<file path="config.mk">
export PLATFORM = sky130hd
export DESIGN_NAME = uhc_host_ctrl
export DESIGN_NICKNAME = d
export VERILOG_FILES = /design/src/logic/uhc_sticky_flag.v /design/src/logic/uhc_host_ctrl.v
export VERILOG_INCLUDE_DIRS = /design/src /design/src/include
export SDC_FILE = /design/constraint.sdc
export NUM_CORES = 1
export LEC_CHECK = 0
export BUFFER_PORTS_ARGS = -buffer_cell sky130_fd_sc_hd__buf_2
export CAP_MARGIN = 20
export CORE_MARGIN = 1
export CORE_UTILIZATION = 50
export CTS_BUF_LIST = sky130_fd_sc_hd__clkbuf_4 sky130_fd_sc_hd__clkbuf_8
export DETAILED_ROUTE_END_ITERATION = 8
export PLACE_DENSITY = 0.7
export SYNTH_ARGS = -nofsm -noshare
export SYNTH_HDL_FRONTEND = slang
export SYNTH_SLANG_ARGS = --single-unit
export TNS_END_PERCENT = 20
</file>
<file path="constraint.sdc">
create_clock -name ref_clk -period 2.8 [get_ports ref_clk]
set_clock_uncertainty 0.05 [all_clocks]
set_input_delay 0.56 -clock ref_clk [delete_from_list [all_inputs] [get_ports ref_clk]]
set_output_delay 0.56 -clock ref_clk [all_outputs]
set_load 0.02 [all_outputs]
</file>
<file path="src/include/uhc_consts.vh">
// Purpose: Shared constants of the USB host control and interrupt block
// Assumes: Included by bare name from the host control design file of the block
// Notes:   Definitions only
`ifndef UHC_CONSTS_VH
`define UHC_CONSTS_VH

// Register offsets, reached through the pointer loaded by an address write
`define UHC_OFS_PKT_A    8'h01
`define UHC_OFS_PKT_B    8'h09
`define UHC_OFS_CTRL1    8'h05
`define UHC_OFS_IEN      8'h06
`define UHC_OFS_SADDR    8'h07
`define UHC_OFS_ISTAT    8'h0D
`define UHC_OFS_SOFLO    8'h0E
`define UHC_OFS_SOFHI    8'h0F

// Reset and writable-bit masks
`define UHC_RST_BYTE     8'h00
`define UHC_CTRL1_MASK   8'h79
`define UHC_IEN_MASK     8'h73
`define UHC_RSVD_BITS    2'h0

// Control one bits
`define UHC_B_SOF_EN     0
`define UHC_B_FORCE_LO   3
`define UHC_B_FORCE_HI   4
`define UHC_B_SPEED      5
`define UHC_B_SUSPEND    6

// Control two bits, written at the high counter offset
`define UHC_B_POLSWAP    6
`define UHC_SOFHI_W      6

// Interrupt enable and status bits
`define UHC_B_DONE_A     0
`define UHC_B_DONE_B     1
`define UHC_B_SOFT       4
`define UHC_B_INSERT     5
`define UHC_B_DETECT     6
`define UHC_B_DPLUS      7

// Line force codes
`define UHC_FORCE_NORM   2'h0
`define UHC_FORCE_SE0    2'h1
`define UHC_FORCE_J      2'h2
`define UHC_FORCE_K      2'h3

// Start-of-frame timer, frame number and CRC5
`define UHC_CNT_W        14
`define UHC_CNT_SHIFT    6
`define UHC_CNT_ZERO     14'h0000
`define UHC_CNT_ONE      14'h0001
`define UHC_FRAME_W      11
`define UHC_FRAME_ZERO   11'h000
`define UHC_FRAME_ONE    11'h001
`define UHC_CRC5_INIT    5'h1F
`define UHC_CRC5_POLY    5'h05

`endif

</file>
<file path="src/logic/uhc_sticky_flag.v">
// Purpose: One sticky interrupt flag, set by hardware, cleared by software
// Assumes: Set and clear are one-cycle pulses on ref_clk
// Notes:   Set wins over a clear in the same cycle
`timescale 1ns/10ps
`default_nettype none
module uhc_sticky_flag
(
   input  wire ref_clk,
   input  wire sys_rst,
   input  wire set_evt,
   input  wire clr_req,
   output wire flag_q
);

   reg flag_r;

   // Holds until cleared; an event beside a clear is not lost
   always @(posedge ref_clk)
   begin
      if (sys_rst)
         flag_r <= 1'b0;
      else if (set_evt)
         flag_r <= 1'b1;
      else if (clr_req)
         flag_r <= 1'b0;
   end

   assign flag_q = flag_r;

endmodule // uhc_sticky_flag
`default_nettype wire

</file>
<file path="src/logic/uhc_host_ctrl.v">
// Purpose: Host control, line force, SOF timer and interrupt logic
// Assumes: CPU strobes and USB line inputs are synchronous to ref_clk
// Notes:   Timer ticks once per ref_clk, the reload sets the frame length
//
// Behaviour
// - Suspend powers down transmitter, RAM, clocks
// - Bus K state while suspended resumes operation
// - Lone data write wakes device from suspend
// - Speed bit resets to full speed
// - Speed plus polarity swap serves direct low-speed
// - Line force codes drive normal, SE0, J, K
// - Low speed exchanges forced J and K
// - Line force clears at reset
// - SOF generation active after bus reset
// - Hardware makes frame number and CRC5
// - Status flags set regardless of enables
// - Level interrupt until enabled flags cleared
// - Enable bit 6 gates resume or detect
// - Enable bit 5 gates insert/remove interrupt
// - SOF interrupt needs enable and loaded counters
// - Channel done sets flag and packet status
// - Writing ones clears status flags
// - Channel B behaves like channel A
// - Insert/remove flag on SE0 edges
// - Status bit 7 shows live D+
// - Status bit 6 resume flag or absence
`timescale 1ns/10ps
`default_nettype none
`include "uhc_consts.vh"
module uhc_host_ctrl
#(
   parameter [3:0] HW_REV = 4'h6  // Arbitrary revision code
)
(
   input  wire       ref_clk,
   input  wire       sys_rst,
   input  wire       cpu_cs_n,
   input  wire       cpu_wr_n,
   input  wire       cpu_rd_n,
   input  wire       addr_phase_select,
   input  wire [7:0] cpu_data_in,
   output reg  [7:0] cpu_data_out,
   output wire       cpu_data_oe,
   output wire       cpu_irq_out,
   input  wire       usb_dp_in,
   input  wire       usb_dm_in,
   output reg        usb_dp_out,
   output reg        usb_dm_out,
   output reg        usb_line_oe,
   input  wire       chan_a_done,
   input  wire [7:0] chan_a_status,
   input  wire       chan_b_done,
   input  wire [7:0] chan_b_status,
   output wire       xcvr_tx_pwr_down,
   output wire       ram_suspend,
   output wire       int_clk_stop,
   output reg        sof_token_valid,
   output reg  [10:0] sof_frame_out,
   output reg  [4:0] sof_crc5_out
);

   ////////////////////////////////////////////////////////////////////////
   // Declarations

   reg  [7:0]  ptr_r;
   reg         ptr_armed_r;
   reg         wr_prev_r;
   reg         rd_prev_r;
   reg  [7:0]  ctrl1_r;
   reg  [7:0]  ctrl1_nxt;
   reg  [7:0]  ien_r;
   reg  [7:0]  sof_lo_r;
   reg  [5:0]  sof_hi_r;
   reg         polswap_r;
   reg         lo_loaded_r;
   reg         hi_loaded_r;
   reg  [13:0] cnt_r;
   reg  [10:0] frame_r;
   reg         sof_tick_r;
   reg         se0_prev_r;
   reg  [7:0]  pkt_a_r;
   reg  [7:0]  pkt_b_r;
   reg  [7:0]  rd_mux;
   reg  [7:0]  stat_view;
   reg  [7:0]  irq_view;
   reg         drv_dp;
   reg         drv_dm;

   wire        wr_act;
   wire        rd_act;
   wire        wr_take;
   wire        rd_take;
   wire        addr_wr;
   wire        data_wr;
   wire        data_rd;
   wire        wake_wr;
   wire        reg_wr;
   wire        suspended;
   wire        low_speed;
   wire [1:0]  force_code;
   wire        dp_s;
   wire        dm_s;
   wire        se0_now;
   wire        kstate;
   wire        bus_resume;
   wire        timer_run;
   wire [13:0] reload;
   wire        stat_clr;
   wire        flag_done_a;
   wire        flag_done_b;
   wire        flag_sof;
   wire        flag_insert;
   wire        flag_resume;

   ////////////////////////////////////////////////////////////////////////
   // CRC5 over the frame number, bit 0 first, result inverted

   function [4:0] uhc_crc5;
      input [10:0] data_in;
      integer      i;
      reg   [4:0]  crc;
      reg          fb;
      begin
         crc = `UHC_CRC5_INIT;
         for (i = 0; i < `UHC_FRAME_W; i = i + 1)
         begin
            fb  = data_in[i] ^ crc[4];
            crc = {crc[3:0], 1'b0};
            if (fb)
               crc = crc ^ `UHC_CRC5_POLY;
         end
         uhc_crc5 = ~crc;
      end
   endfunction

   ////////////////////////////////////////////////////////////////////////
   // CPU port: address phase loads the pointer, data phase accesses

   // Strobes counted once, on their first active cycle
   assign wr_act  = ~cpu_cs_n & ~cpu_wr_n;
   assign rd_act  = ~cpu_cs_n & ~cpu_rd_n;
   assign wr_take = wr_act & ~wr_prev_r;
   assign rd_take = rd_act & ~rd_prev_r;
   assign addr_wr = wr_take & ~addr_phase_select;
   assign data_wr = wr_take & addr_phase_select;
   assign data_rd = rd_take & addr_phase_select;

   // lone data write
   // A data write with no address write before it, while suspended, only wakes the device
   assign wake_wr = data_wr & ~ptr_armed_r & suspended;
   assign reg_wr  = data_wr & ~wake_wr;

   // Strobe history and pointer state
   always @(posedge ref_clk)
   begin
      if (sys_rst)
      begin
         wr_prev_r   <= 1'b0;
         rd_prev_r   <= 1'b0;
         ptr_r       <= `UHC_RST_BYTE;
         ptr_armed_r <= 1'b0;
      end
      else
      begin
         wr_prev_r <= wr_act;
         rd_prev_r <= rd_act;
         if (addr_wr)
         begin
            ptr_r       <= cpu_data_in;
            ptr_armed_r <= 1'b1;
         end
         else if (data_wr | data_rd)
            ptr_armed_r <= 1'b0;
      end
   end

   // Data bus drive follows the read strobe
   assign cpu_data_oe = rd_act & addr_phase_select;

   ////////////////////////////////////////////////////////////////////////
   // Control one: suspend, speed, line force, SOF enable

   assign suspended  = ctrl1_r[`UHC_B_SUSPEND];
   assign low_speed  = ctrl1_r[`UHC_B_SPEED];
   assign force_code = ctrl1_r[`UHC_B_FORCE_HI:`UHC_B_FORCE_LO];

   // Next value: CPU write, then wake-up clears suspend
   always @*
   begin
      ctrl1_nxt = ctrl1_r;
      if (reg_wr && ptr_r == `UHC_OFS_CTRL1)
         ctrl1_nxt = cpu_data_in & `UHC_CTRL1_MASK;
      if (wake_wr | bus_resume)
         ctrl1_nxt[`UHC_B_SUSPEND] = 1'b0;
   end

   always @(posedge ref_clk)
   begin
      if (sys_rst)
         ctrl1_r <= `UHC_RST_BYTE;
      else
         ctrl1_r <= ctrl1_nxt;
   end

   // suspend power down
   // The SOF timer, tokens and line drive stop while these are high; the wake detectors keep running
   assign xcvr_tx_pwr_down = suspended;
   assign ram_suspend      = suspended;
   assign int_clk_stop     = suspended;

   ////////////////////////////////////////////////////////////////////////
   // Enable, control two and SOF counter registers

   always @(posedge ref_clk)
   begin
      if (sys_rst)
      begin
         ien_r       <= `UHC_RST_BYTE;
         sof_lo_r    <= `UHC_RST_BYTE;
         sof_hi_r    <= {`UHC_SOFHI_W{1'b0}};
         polswap_r   <= 1'b0;
         lo_loaded_r <= 1'b0;
         hi_loaded_r <= 1'b0;
         pkt_a_r     <= `UHC_RST_BYTE;
         pkt_b_r     <= `UHC_RST_BYTE;
      end
      else
      begin
         if (reg_wr && ptr_r == `UHC_OFS_IEN)
            ien_r <= cpu_data_in & `UHC_IEN_MASK;
         if (reg_wr && ptr_r == `UHC_OFS_SOFLO)
         begin
            sof_lo_r    <= cpu_data_in;
            lo_loaded_r <= 1'b1;
         end
         if (reg_wr && ptr_r == `UHC_OFS_SOFHI)
         begin
            sof_hi_r    <= cpu_data_in[`UHC_SOFHI_W-1:0];
            polswap_r   <= cpu_data_in[`UHC_B_POLSWAP];
            hi_loaded_r <= 1'b1;
         end
         if (chan_a_done)
            pkt_a_r <= chan_a_status;
         if (chan_b_done)
            pkt_b_r <= chan_b_status;
      end
   end

   ////////////////////////////////////////////////////////////////////////
   // Bus line sensing

   assign dp_s    = polswap_r ? usb_dm_in : usb_dp_in;
   assign dm_s    = polswap_r ? usb_dp_in : usb_dm_in;
   assign se0_now = ~usb_dp_in & ~usb_dm_in;
   assign kstate  = ~dp_s & dm_s;

   // K state wakes
   // Own forced K must not count as activity from the bus
   assign bus_resume = suspended & kstate & ~usb_line_oe;

   // SE0 history for attach and detach edges
   always @(posedge ref_clk)
   begin
      if (sys_rst)
         se0_prev_r <= 1'b1;
      else
         se0_prev_r <= se0_now;
   end

   ////////////////////////////////////////////////////////////////////////
   // Line force drive

   always @*
   begin
      case (force_code)
         `UHC_FORCE_SE0:
         begin
            drv_dp = 1'b0;
            drv_dm = 1'b0;
         end
         `UHC_FORCE_J:
         begin
            drv_dp = ~low_speed;
            drv_dm = low_speed;
         end
         `UHC_FORCE_K:
         begin
            drv_dp = low_speed;
            drv_dm = ~low_speed;
         end
         default:
         begin
            drv_dp = 1'b0;
            drv_dm = 1'b0;
         end
      endcase
   end

   // Registered pins; no drive in normal mode or suspend
   always @(posedge ref_clk)
   begin
      if (sys_rst)
      begin
         usb_dp_out  <= 1'b0;
         usb_dm_out  <= 1'b0;
         usb_line_oe <= 1'b0;
      end
      else
      begin
         usb_dp_out  <= drv_dp;
         usb_dm_out  <= drv_dm;
         usb_line_oe <= (force_code != `UHC_FORCE_NORM) & ~suspended;
      end
   end

   ////////////////////////////////////////////////////////////////////////
   // SOF timer and frame counter

   assign reload    = {sof_hi_r, sof_lo_r};
   assign timer_run = lo_loaded_r & hi_loaded_r & ~suspended;

   // frame number in hardware
   // Writing the high counter restarts the frame and the count
   always @(posedge ref_clk)
   begin
      if (sys_rst)
      begin
         cnt_r      <= `UHC_CNT_ZERO;
         frame_r    <= `UHC_FRAME_ZERO;
         sof_tick_r <= 1'b0;
      end
      else if (reg_wr && ptr_r == `UHC_OFS_SOFHI)
      begin
         cnt_r      <= {cpu_data_in[`UHC_SOFHI_W-1:0], sof_lo_r};
         frame_r    <= `UHC_FRAME_ZERO;
         sof_tick_r <= 1'b0;
      end
      else if (timer_run && cnt_r == `UHC_CNT_ZERO)
      begin
         cnt_r      <= reload;
         frame_r    <= frame_r + `UHC_FRAME_ONE;
         sof_tick_r <= 1'b1;
      end
      else
      begin
         if (timer_run)
            cnt_r <= cnt_r - `UHC_CNT_ONE;
         sof_tick_r <= 1'b0;
      end
   end

   // CRC5 in hardware
   // Tokens held back while forced or suspended; the timer keeps counting while forced and stops in suspend
   always @(posedge ref_clk)
   begin
      if (sys_rst)
      begin
         sof_token_valid <= 1'b0;
         sof_frame_out   <= `UHC_FRAME_ZERO;
         sof_crc5_out    <= `UHC_CRC5_INIT;
      end
      else
      begin
         sof_token_valid <= sof_tick_r & ctrl1_r[`UHC_B_SOF_EN] & ~suspended &
                            (force_code == `UHC_FORCE_NORM);
         if (sof_tick_r)
         begin
            sof_frame_out <= frame_r - `UHC_FRAME_ONE;
            sof_crc5_out  <= uhc_crc5(frame_r - `UHC_FRAME_ONE);
         end
      end
   end

   ////////////////////////////////////////////////////////////////////////
   // Interrupt flags

   assign stat_clr = reg_wr && ptr_r == `UHC_OFS_ISTAT;

   uhc_sticky_flag u_flag_done_a
   (
      .ref_clk (ref_clk),
      .sys_rst (sys_rst),
      .set_evt (chan_a_done),
      .clr_req (stat_clr & cpu_data_in[`UHC_B_DONE_A]),
      .flag_q  (flag_done_a)
   );

   uhc_sticky_flag u_flag_done_b
   (
      .ref_clk (ref_clk),
      .sys_rst (sys_rst),
      .set_evt (chan_b_done),
      .clr_req (stat_clr & cpu_data_in[`UHC_B_DONE_B]),
      .flag_q  (flag_done_b)
   );

   uhc_sticky_flag u_flag_sof
   (
      .ref_clk (ref_clk),
      .sys_rst (sys_rst),
      .set_evt (sof_tick_r & ctrl1_r[`UHC_B_SOF_EN]),
      .clr_req (stat_clr & cpu_data_in[`UHC_B_SOFT]),
      .flag_q  (flag_sof)
   );

   uhc_sticky_flag u_flag_insert
   (
      .ref_clk (ref_clk),
      .sys_rst (sys_rst),
      .set_evt (se0_now ^ se0_prev_r),
      .clr_req (stat_clr & cpu_data_in[`UHC_B_INSERT]),
      .flag_q  (flag_insert)
   );

   uhc_sticky_flag u_flag_resume
   (
      .ref_clk (ref_clk),
      .sys_rst (sys_rst),
      .set_evt (bus_resume),
      .clr_req (stat_clr & cpu_data_in[`UHC_B_DETECT]),
      .flag_q  (flag_resume)
   );

   always @*
   begin
      stat_view = {usb_dp_in,
                   suspended ? flag_resume : se0_now,
                   flag_insert, flag_sof, `UHC_RSVD_BITS,
                   flag_done_b, flag_done_a};
      // Bit 7 is a live level, never an interrupt source
      irq_view = stat_view;
      irq_view[`UHC_B_DPLUS] = 1'b0;
   end

   assign cpu_irq_out = |(irq_view & ien_r);

   ////////////////////////////////////////////////////////////////////////
   // Read data

   // Read mux; unmapped offsets read zero
   always @*
   begin
      case (ptr_r)
         `UHC_OFS_PKT_A: rd_mux = pkt_a_r;
         `UHC_OFS_PKT_B: rd_mux = pkt_b_r;
         `UHC_OFS_CTRL1: rd_mux = ctrl1_r;
         `UHC_OFS_IEN:   rd_mux = ien_r;
         `UHC_OFS_ISTAT: rd_mux = stat_view;
         `UHC_OFS_SOFLO: rd_mux = {HW_REV, 4'h0};
         `UHC_OFS_SOFHI: rd_mux = cnt_r[`UHC_CNT_W-1:`UHC_CNT_SHIFT];
         default:        rd_mux = `UHC_RST_BYTE;
      endcase
   end

   // Registered read data, refreshed every cycle
   always @(posedge ref_clk)
   begin
      if (sys_rst)
         cpu_data_out <= `UHC_RST_BYTE;
      else
         cpu_data_out <= rd_mux;
   end

endmodule // uhc_host_ctrl
`default_nettype wire

</file>
==> flow_metrics.env <==
export IMPL_status="finished, final reports clean"
export IMPL_cts_buffer_depth=2
export IMPL_finalPower_mw=3.60
export IMPL_finish_net_count=722
export IMPL_setup_total_negative_slack_ns=0
export IMPL_wl_per_cell_um=16.2
export IMPL_die_h_um=106
export IMPL_cts_root_buffer_cell="sky130_fd_sc_hd__clkbuf_8"
export IMPL_antenna_left=0
export IMPL_asyncSetResetFlopFracSynth_pct=0
export IMPL_post_route_drc_count=0
export IMPL_hp_class="input pin to flop"
export IMPL_io_pins=67
export IMPL_worst_path_max_fanout=7
export IMPL_grt_usage_pct=24.9
export IMPL_setup_viol_count_final=0
export IMPL_insertion_delay_ns=0.45
export IMPL_grt_pass1_vias=4407
export IMPL_cp_arrival_ns=2.94
export IMPL_globalRoute_totalOverflow=0
export IMPL_timing_critical_path_slowest_cell_delay_ns=0.44
export IMPL_mean_instance_size_in_the_synthesized_netlist_um2=8.76
export IMPL_synth_cell_area_mm2=0.00546
export IMPL_synth_distinct_cells=72
export IMPL_cp_data_required_time_ns=3.09
export IMPL_diodes=0
export IMPL_detail_route_first_pass_iterations=6
export IMPL_place_port_buffers=66
export IMPL_post_cts_resized=0
export IMPL_initial_utilization_pct=52.2
export IMPL_grt_pass1_wl_um=21900
export IMPL_filler_cell_count=898
export IMPL_design_core_area_mm2=0.0105
export IMPL_layout_cells_most_common="sky130_fd_sc_hd__dfxtp_1"
export IMPL_max_freq_mhz=377
export IMPL_finalCritPeriodShare_pct=94.8
export IMPL_initialDrtViolationCount=445
export IMPL_placement_rows=37
export IMPL_nets_in_the_synthesized_netlist=660
export IMPL_tritoncts_num_buffers=17
export IMPL_critical_path_slowest_cell="sky130_fd_sc_hd__or3b_4"
export IMPL_worstPathBufferInverterCount=1
export IMPL_commonest_cells_after_routing_fill_and_taps_aside="sky130_fd_sc_hd__dfxtp_1, sky130_fd_sc_hd__nor2_1, sky130_fd_sc_hd__buf_2, sky130_fd_sc_hd__nand2_1, sky130_fd_sc_hd__mux2i_1"
export IMPL_critPathTopFamily="XOR/XNOR gates"
export IMPL_clock_tree_htree_level_count=4
export IMPL_clock_sink_count=114
export IMPL_die_area_mm2=0.0113
export IMPL_normalized_max_slew_margin_pct=45.8
export IMPL_die_x_um=106
export IMPL_cts_setup_buffers=0
export IMPL_post_dp_hpwl_um=9690
export IMPL_finalHoldViolCount=0
export IMPL_rrSetupSlack_ns=0.15
export IMPL_gp_congestion=0.894
export IMPL_critical_path_class="flop to flop"
export IMPL_end_kind="flop"
export IMPL_post_route_min_period_ns=2.65
export IMPL_via_per_inst=5.84
export IMPL_synth_seq_area_share_pct=41.8
export IMPL_area_growth_syn_to_layout_pct=16.9
export IMPL_antenna_violations_before_repair=0
export IMPL_cellPowerDensity_mw_per_mm2=563
export IMPL_synth_edff_count=0
export IMPL_synthFlopType="sky130_fd_sc_hd__dfxtp_1"
export IMPL_max_cap_violations=0
export IMPL_ys_ff_latch=114
export IMPL_grt_start_max_net_pins=45
export IMPL_list_of_cells_traversed_by_the_critical_path="inv_1, ha_1, or3b_4, nor3_1, xnor2_2, xor2_1, xnor3_1, a211o_1"
export IMPL_final_max_slew_violation_count=0
export IMPL_num_vias=4869
export IMPL_tritoncts_clock_tree="built"
export IMPL_timing_hold_ws_ns=0.261
export IMPL_timing_critical_path_from_type="flop"
export IMPL_postSynthCellCount=623
export IMPL_cts_reportedPaths_clkPinSlew_ns=0.07
export IMPL_post_cts_hold_buffer_count=0
export IMPL_worst_slew_pin_tran_ns=0.812
export IMPL_total_routed_wirelength_um=13500
export IMPL_worst_ir_drop_vdd_mv=0.454
export IMPL_synth_warning_count=0
export IMPL_share_of_layout_cells_above_drive_strength_1_pct=21.1
export IMPL_power_leakage_nw=2.51
-- cells by family after synthesis --
family	after synthesis	synth area share, %
xor gates and xnor gates	29	5.32
AOI/OAI and AO/OA	114	13.6
adders and majority gates	3	0.688
buffers and inverters	48	3.99
and+or+nand+nor	265	25.3
muxes	50	9.31
DFF	114	41.8
-- registers in the layout (all words and copies together) (netlist names), 5 cells and up --
signal / flops
cnt_r: 14
cpu_data_out: 8
ctrl1_r: 5
frame_r: 11
ien_r: 5
pkt_a_r: 8
pkt_b_r: 8
ptr_r: 8
sof_crc5_out: 5
sof_frame_out: 11
sof_hi_r: 6
sof_lo_r: 8
-- metrics by stage --
stage	utilization [%]	cell area (um^2)	instances	worst slack [ns]
after CTS	60.9	6380	834	0.160
after global routing	61.0	6380	834	-0.0189
after global placement	56.6	5920	802	0.303
after floorplan	-	5460	623	0.368
final	61.0	6380	834	0.146
after detailed placement	56.6	5920	802	0.168
-- report_power, final --
| part | internal [mW] | total (mW) | leakage, nW | switching [mW] |
|---|---|---|---|---|
| clock | 1.08 | 1.78 | 0.228 | 0.698 |
| sequential | 1.65 | 1.67 | 0.924 | 0.0225 |
| combinational | 0.0615 | 0.151 | 1.35 | 0.0893 |
| total | 2.79 | 3.60 | 2.51 | 0.810 |
-- Yosys cell counts (all sizes together), types with 2 or more instances --
library cell	number	share of area [%]
a211oi	13	1.8
nand4	8	1.0
xnor2	16	2.7
mux2i	44	8.1
nor2	108	7.5
xnor3	2	0.85
nor3b	3	0.50
nand3b	3	0.41
a221oi	5	0.80
nand3	14	1.4
buf	16	1.8
nor3	21	2.4
a2111oi	2	0.55
inv	10	0.69
a32oi	2	0.32
nand2b	4	0.46
o21ai	17	1.6
nand2	51	3.5
nor2b	8	0.92
or3	11	1.3
or4	8	1.4
o211ai	4	0.55
o22ai	4	0.46
and3	7	0.83
a22oi	6	0.83
nor4	9	1.9
a21oi	42	3.9
xor2	11	1.8
o21bai	2	0.27
nor4b	2	0.44
clkbuf	22	1.5
a21o	3	0.41
ha	3	0.69
and3b	2	0.32
a211o	3	0.48
and4	2	0.32
dfxtp	114	42
mux2	6	1.2
o21a	2	0.27
-- per-layer routing --
metal	track usage, %	routed length, um	vias up
li1	-	-	2342
met1	34.4	6060	2287
met2	37.2	6060	211
met3	5.89	1140	29
met4	9.88	239	0
met5	0	0	-
-- final cells by class --
| class | count | area [um^2] | area share [%] |
|---|---|---|---|
| multi-input combinational | 461 | 2970 | 46.5 |
| sequential | 114 | 2280 | 35.8 |
| timing repair buffer | 81 | 468 | 7.33 |
| clock buffer | 18 | 248 | 3.88 |
| clock inverter | 14 | 211 | 3.31 |
| tap | 136 | 170 | 2.67 |
| inverter | 10 | 37.5 | 0.588 |
-- final timing paths --
kind,startpoint,end,depth (start not counted)
max,frame_r[0]$_SDFFE_PP0P_,sof_crc5_out[4]$_SDFFE_PP1P_,8
min,cpu_rd_n,rd_prev_r$_SDFF_PP0_,2
max reg2reg,frame_r[0]$_SDFFE_PP0P_,sof_crc5_out[4]$_SDFFE_PP1P_,8
min reg2reg,sof_hi_r[2]$_SDFFE_PP0P_,sof_hi_r[2]$_SDFFE_PP0P_,2
No activity file was read; power rests on OpenSTA's default activity.
